[src/bsbs_pkg.sv]
// Package for the secondary bus status register bank
package bsbs_pkg;
    localparam logic [7:0] BSBS_STATUS_OFFSET = 8'h1e;
    localparam int BSBS_PAR_BIT = 15;
    localparam int BSBS_SERR_BIT = 14;
    localparam int BSBS_RECEIVED_MASTER_ABORT_FLAG_BIT = 13;
    localparam int BSBS_RECEIVED_TARGET_ABORT_FLAG_BIT = 12;
    localparam int BSBS_SIGNALED_TARGET_ABORT_FLAG_BIT = 11;
    localparam int BSBS_TIMING_LO_BIT = 9;
    localparam int BSBS_MPAR_BIT = 8;
    localparam int BSBS_FBB_BIT = 7;
    localparam int BSBS_HS_BIT = 5;
    localparam int BSBS_NUM_FLAGS = 6;
    localparam logic [1:0] BSBS_TIMING_VAL = 2'h1;
    localparam logic [BSBS_NUM_FLAGS-1:0] BSBS_FLAGS_RESET = 6'h00;
    localparam logic [15:0] BSBS_FIXED_BITS = 16'h02a0;
    localparam logic [15:0] BSBS_FLAG_MASK = 16'hf900;

    // Bus events seen on the secondary interface, one-cycle pulses
    typedef struct packed {
        logic addr_attr_err;
        logic write_data_err;
        logic read_data_err;
        logic serr_seen;
        logic master_abort;
        logic target_abort_rcvd;
        logic target_abort_sent;
        logic is_master;
        logic perr_on_read;
        logic perr_on_write;
    } bsbs_event_t;

    // Configuration access to the status register
    typedef struct packed {
        logic        rd;
        logic        wr;
        logic [7:0]  addr;
        logic [1:0]  be;
        logic [15:0] wdata;
    } bsbs_cfg_t;
endpackage

[src/bsbs_top.sv]
// Secondary bus status register with sticky event flags
`timescale 1ns/1ps
`default_nettype none
module bsbs_top (
    // Clock and reset
    input wire logic core_clk_in,
    input wire logic rst_n_in,
    // Configuration access
    input wire bsbs_pkg::bsbs_cfg_t cfg_in,
    output logic [15:0] rdata_out,
    output logic rvalid_out,
    // Secondary bus events
    input wire bsbs_pkg::bsbs_event_t ev_in,
    input wire logic parity_response_enable_in,
    // Live status
    output logic [15:0] status_out
);
    import bsbs_pkg::*;

    wire hit;
    wire [BSBS_NUM_FLAGS-1:0] set_vec;
    wire [BSBS_NUM_FLAGS-1:0] clr_vec;
    wire [BSBS_NUM_FLAGS-1:0] flag_vec;
    wire [15:0] status_word;
    wire [15:0] clr_word;
    logic [15:0] rdata_reg;
    logic rvalid_reg;
    logic [15:0] status_reg;

    assign hit = cfg_in.addr == BSBS_STATUS_OFFSET;
    // Byte enables gate which halves a write may clear
    assign clr_word = {cfg_in.be[1] ? cfg_in.wdata[15:8] : 8'h00,
        cfg_in.be[0] ? cfg_in.wdata[7:0] : 8'h00}
        & {16{cfg_in.wr & hit}} & BSBS_FLAG_MASK;
    assign clr_vec = {clr_word[BSBS_PAR_BIT], clr_word[BSBS_SERR_BIT],
        clr_word[BSBS_RECEIVED_MASTER_ABORT_FLAG_BIT], clr_word[BSBS_RECEIVED_TARGET_ABORT_FLAG_BIT],
        clr_word[BSBS_SIGNALED_TARGET_ABORT_FLAG_BIT], clr_word[BSBS_MPAR_BIT]};

    bsbs_event_decode u_dec (
        .ev_in(ev_in),
        .parity_response_enable_in(parity_response_enable_in),
        .set_out(set_vec)
    );

    genvar gi;
    generate
        for (gi = 0; gi < BSBS_NUM_FLAGS; gi++)
        begin : g_flag
            bsbs_flag u_flag (
                .core_clk_in(core_clk_in),
                .rst_n_in(rst_n_in),
                .set_in(set_vec[gi]),
                .clear_in(clr_vec[gi]),
                .flag_out(flag_vec[gi])
            );
        end
    endgenerate

    // Fixed bits are constants, so writes cannot reach them
    assign status_word = BSBS_FIXED_BITS
        | {flag_vec[5], flag_vec[4], flag_vec[3], flag_vec[2],
           flag_vec[1], 2'b00, flag_vec[0], 8'h00};

    always_ff @(posedge core_clk_in or negedge rst_n_in)
    begin
        if (!rst_n_in)
        begin
            rdata_reg <= 16'h0000;
            rvalid_reg <= 1'b0;
            status_reg <= BSBS_FIXED_BITS;
        end
        else
        begin
            rdata_reg <= (cfg_in.rd & hit) ? status_word : 16'h0000;
            rvalid_reg <= cfg_in.rd;
            status_reg <= status_word;
        end
    end

    assign rdata_out = rdata_reg;
    assign rvalid_out = rvalid_reg;
    assign status_out = status_reg;
endmodule
`default_nettype wire

[src/bsbs_flag.sv]
// One sticky write-one-to-clear status flag
`timescale 1ns/1ps
`default_nettype none
module bsbs_flag (
    // Clock and reset
    input wire logic core_clk_in,
    input wire logic rst_n_in,
    // Set and clear
    input wire logic set_in,
    input wire logic clear_in,
    // State
    output logic flag_out
);
    logic flag_reg;
    logic flag_next;

    // Set wins so an event in the clearing cycle is not lost
    assign flag_next = set_in | (flag_reg & ~clear_in);
    always_ff @(posedge core_clk_in or negedge rst_n_in)
    begin
        if (!rst_n_in)
            flag_reg <= 1'b0;
        else
            flag_reg <= flag_next;
    end
    assign flag_out = flag_reg;
endmodule
`default_nettype wire

[src/bsbs_event_decode.sv]
// Decodes secondary bus events into flag set strobes
`timescale 1ns/1ps
`default_nettype none
module bsbs_event_decode (
    // Events and control
    input wire bsbs_pkg::bsbs_event_t ev_in,
    input wire logic parity_response_enable_in,
    // Set strobes, bit order par, serr, received_master_abort_flag, trec, tsig, mpar
    output logic [bsbs_pkg::BSBS_NUM_FLAGS-1:0] set_out
);
    import bsbs_pkg::*;
    wire par_set;
    wire mpar_set;
    // Parity enable is deliberately absent here
    assign par_set = ev_in.addr_attr_err
        | ev_in.write_data_err
        | ev_in.read_data_err;
    assign mpar_set = ev_in.is_master & parity_response_enable_in
        & (ev_in.perr_on_read | ev_in.perr_on_write);
    assign set_out = {par_set,
        ev_in.serr_seen,
        ev_in.master_abort,
        ev_in.target_abort_rcvd,
        ev_in.target_abort_sent,
        mpar_set};
endmodule
`default_nettype wire

[config.mk]
export PLATFORM = sky130hd
export DESIGN_NAME = bsbs_top
export DESIGN_NICKNAME = d
export VERILOG_FILES = /design/src/bsbs_pkg.sv /design/src/bsbs_top.sv /design/src/bsbs_flag.sv /design/src/bsbs_event_decode.sv
export SDC_FILE = /design/constraint.sdc
export NUM_CORES = 1
export LEC_CHECK = 0
export BUFFER_PORTS_ARGS = -buffer_cell sky130_fd_sc_hd__buf_4
export CORE_MARGIN = 5
export CORE_UTILIZATION = 25
export DETAILED_ROUTE_END_ITERATION = 8
export PLACE_DENSITY_LB_ADDON = 0.12
export SLEW_MARGIN = 15
export SYNTH_ARGS = -nofsm -noshare
export SYNTH_HDL_FRONTEND = slang
export SYNTH_SLANG_ARGS = --single-unit
[constraint.sdc]
create_clock -name core_clk_in -period 1.1 [get_ports core_clk_in]
set_input_delay 0.275 -clock core_clk_in [delete_from_list [all_inputs] [get_ports core_clk_in]]
set_output_delay 0.275 -clock core_clk_in [all_outputs]
set_load 0.01 [all_outputs]
==> metrics <==
largest net degree at the start of global routing 21; CTS root buf clkbuf_4; # IOs 74; FF+latch count, synth 20; sw power 0.2850 mW; unrepaired setup endpoints after global routing yes; sw frac 0.2176; Post-synth ARST share 1.000; Synth Warn # 0; leakage power 0.6311 nW; Slew Limit Fails 0; Congestion Overflow GR 0; Synth area leaders dfrtp_1 (56%), buf_4 (16%), nor3b_1 (4.2%); TritonRoute pass-1 iters 4; delay-heaviest family, CP flip-flops; Clock Skew 0.5566 ps; period utilization 1.013; multi-input logic area 289.0 µm²; R2R depth 2; Critical Path, Cell by Cell buf_4; top cells by count, synth dfrtp_1 (20), buf_4 (19), a21oi_1 (6); setup bufs post-CTS 0; WP data arrival 840 ps; CP peak stage delay 400 ps; final critical-path required period 1114 ps; cell taking the most area after synthesis dfrtp_1; clk sink count 20; Core ar. 3390 µm²; Synth Area per Inst 12.15 µm²; Peak VDD IR 0.2974 mV; die width 69.57 µm; Tot Pwr 1.310 mW; Fin. Hold Viols 0; sequential share of the synthesized area 0.5642; CP Data Required Time 820 ps; Flop pwr share 0.564; Die H 69.57 µm; Initial Util 0.2617; worst skew pair latency 290 ps; clk buf depth 2; Area Growth Syn to Fin 45.13%; fraction of layout cells with a size suffix above 1 0.4790; Routed WL per cell 10.87 µm; Synth top area share 0.5642; Post-synth EDFFs 0; Clk pwr share 0.311; IO Port Bufs 45; routability congestion estimate 0.6351; Clock Pin Slew Worst Setup and Hold Paths 100 ps; register area 500.5 µm²; worst min path class input port to register; Cell Int Power 1.025 mW; number of fill cells in the layout 341; Detail Route Antenna Nets 0; count leader, synth dfrtp_1; Final Net Count 161; Cells after Synth 73; worst setup margin -14.44 ps; buffers and inverters on the worst path 1; site row count 21; first-pass GRT wire length 2822 µm; worst-path fanout max 3; initial antenna violation count 0; via count 628; Synth Flop Type dfrtp_1; status finished, violations left; crit path capture type output port; PwrDens 1017 nW/µm²; number of vias per cell 3.806; Crit. path cell count 1; die footprint 4840 µm²; placed insts 160; Gate power share 0.125; Non-Filler Instances 165; # diodes 0; Max Fclk 0.8973 GHz; # setup viols final 3; Hold Crit Depth 1; vias in the first global route 639; DRC Markers 0; hold slack 136.9 ps; H-tree depth 1; MaxCap Viol Count 0; TritonCTS clock tree yes; gr usage total 0.07313; TritonCTS Buffers 3; Yosys cell types 17; Critical Path Source Type register; Total Neg Setup Slack -41.59 ps; overall routed net length 1793 µm; critical setup path kind register to output port; initial drt markers 28; Slowest cell on crit path dfrtp_1; violated checks setup timing; Post-Syn Area 887.1 µm²
==> per-stage QoR <==
step | instance area (µm²) | worst slack [ps] | util
4_1_cts | 1242 | -37.08 | 0.3666
3_5_place_dp | 1192 | -76.17 | 0.3518
2_1_floorplan | 943.4 | 83.65 | -
3_3_place_gp | 1192 | -80.97 | 0.3518
5_1_grt | 1287 | -69.12 | 0.3798
6_report | 1287 | -14.44 | 0.3798
==> cells by family after synthesis <==
family | share of synthesized area
flops | 0.5642
simple gates | 0.2087
compound gates | 0.04514
buf+inv | 0.1735
other cells | 0.008466
==> power groups by stage <==
stage / clock [mW] / sequential, mW / combinational, mW
floorplan: 0 / 0.754 / 0.0912
global placement: 0 / 0.753 / 0.157
detailed placement: 0 / 0.753 / 0.160
CTS: 0.426 / 0.738 / 0.163
global route: 0.470 / 0.740 / 0.182
finish: 0.408 / 0.739 / 0.163
==> per-layer routing <==
| layer | track usage | up-vias | wire length [µm] |
|---|---|---|---|
| li1 | - | 303 | - |
| met1 | 0.08096 | 283 | 669 |
| met2 | 0.1239 | 40 | 895 |
| met3 | 0.01884 | 2 | 200 |
| met4 | 0.04555 | 0 | 27 |
| met5 | 0 | - | 0 |
==> state kept, by name, indices dropped and copies added, names as in the netlist <==
register                flops
rvalid_out                  1
rdata_out                   7
g_flag.u_flag.flag_out      6
status_out                  6
==> final timing paths <==
check	start	to	slack (ps)
setup reg to reg	g_flag[5].u_flag.flag_out	g_flag[5].u_flag.flag_out	250
max in group asynchronous	rst_n_in	status_out[11]	510
setup / recovery	rdata_out[9]	rdata_out[9]	-10
min in group asynchronous	rst_n_in	rdata_out[15]	390
hold / removal	cfg_in[27]	rvalid_out	140
hold reg to reg	g_flag[2].u_flag.flag_out	status_out[12]	410
==> cell type report <==
type	instances	share of cell area
Tap cell	46	0.04470
Multi-Input combinational cell	48	0.2245
Timing Repair Buffer	47	0.3139
Sequential cell	20	0.3887
Clock buffer	4	0.02818
==> what timing repair did <==
| action | CTS | global route |
|---|---|---|
| resized for setup | 1 | 12 |
| gates cloned | 0 | 0 |
| hold endpoints to repair | 20 | 0 |
| pin swaps | 0 | 0 |
| hold buffers | 1 | 0 |
| endpoints found under the setup margin | 4 | 16 |
==> cell usage in the layout, fill, tap and decap left out, types with 2 or more instances in the layout <==
cell type / synthesis / final
conb_1: 2 / 17
nor3b_1: 5 / 5
nor4_1: 2 / 2
buf_6: 1 / 13
and3_1: 3 / 3
clkbuf_4: 0 / 3
buf_4: 19 / 33
dfrtp_1: 20 / 20
a21oi_1: 6 / 6
nor2_1: 5 / 5
and3_2: 3 / 3
Power figures use the tool's default switching activity.
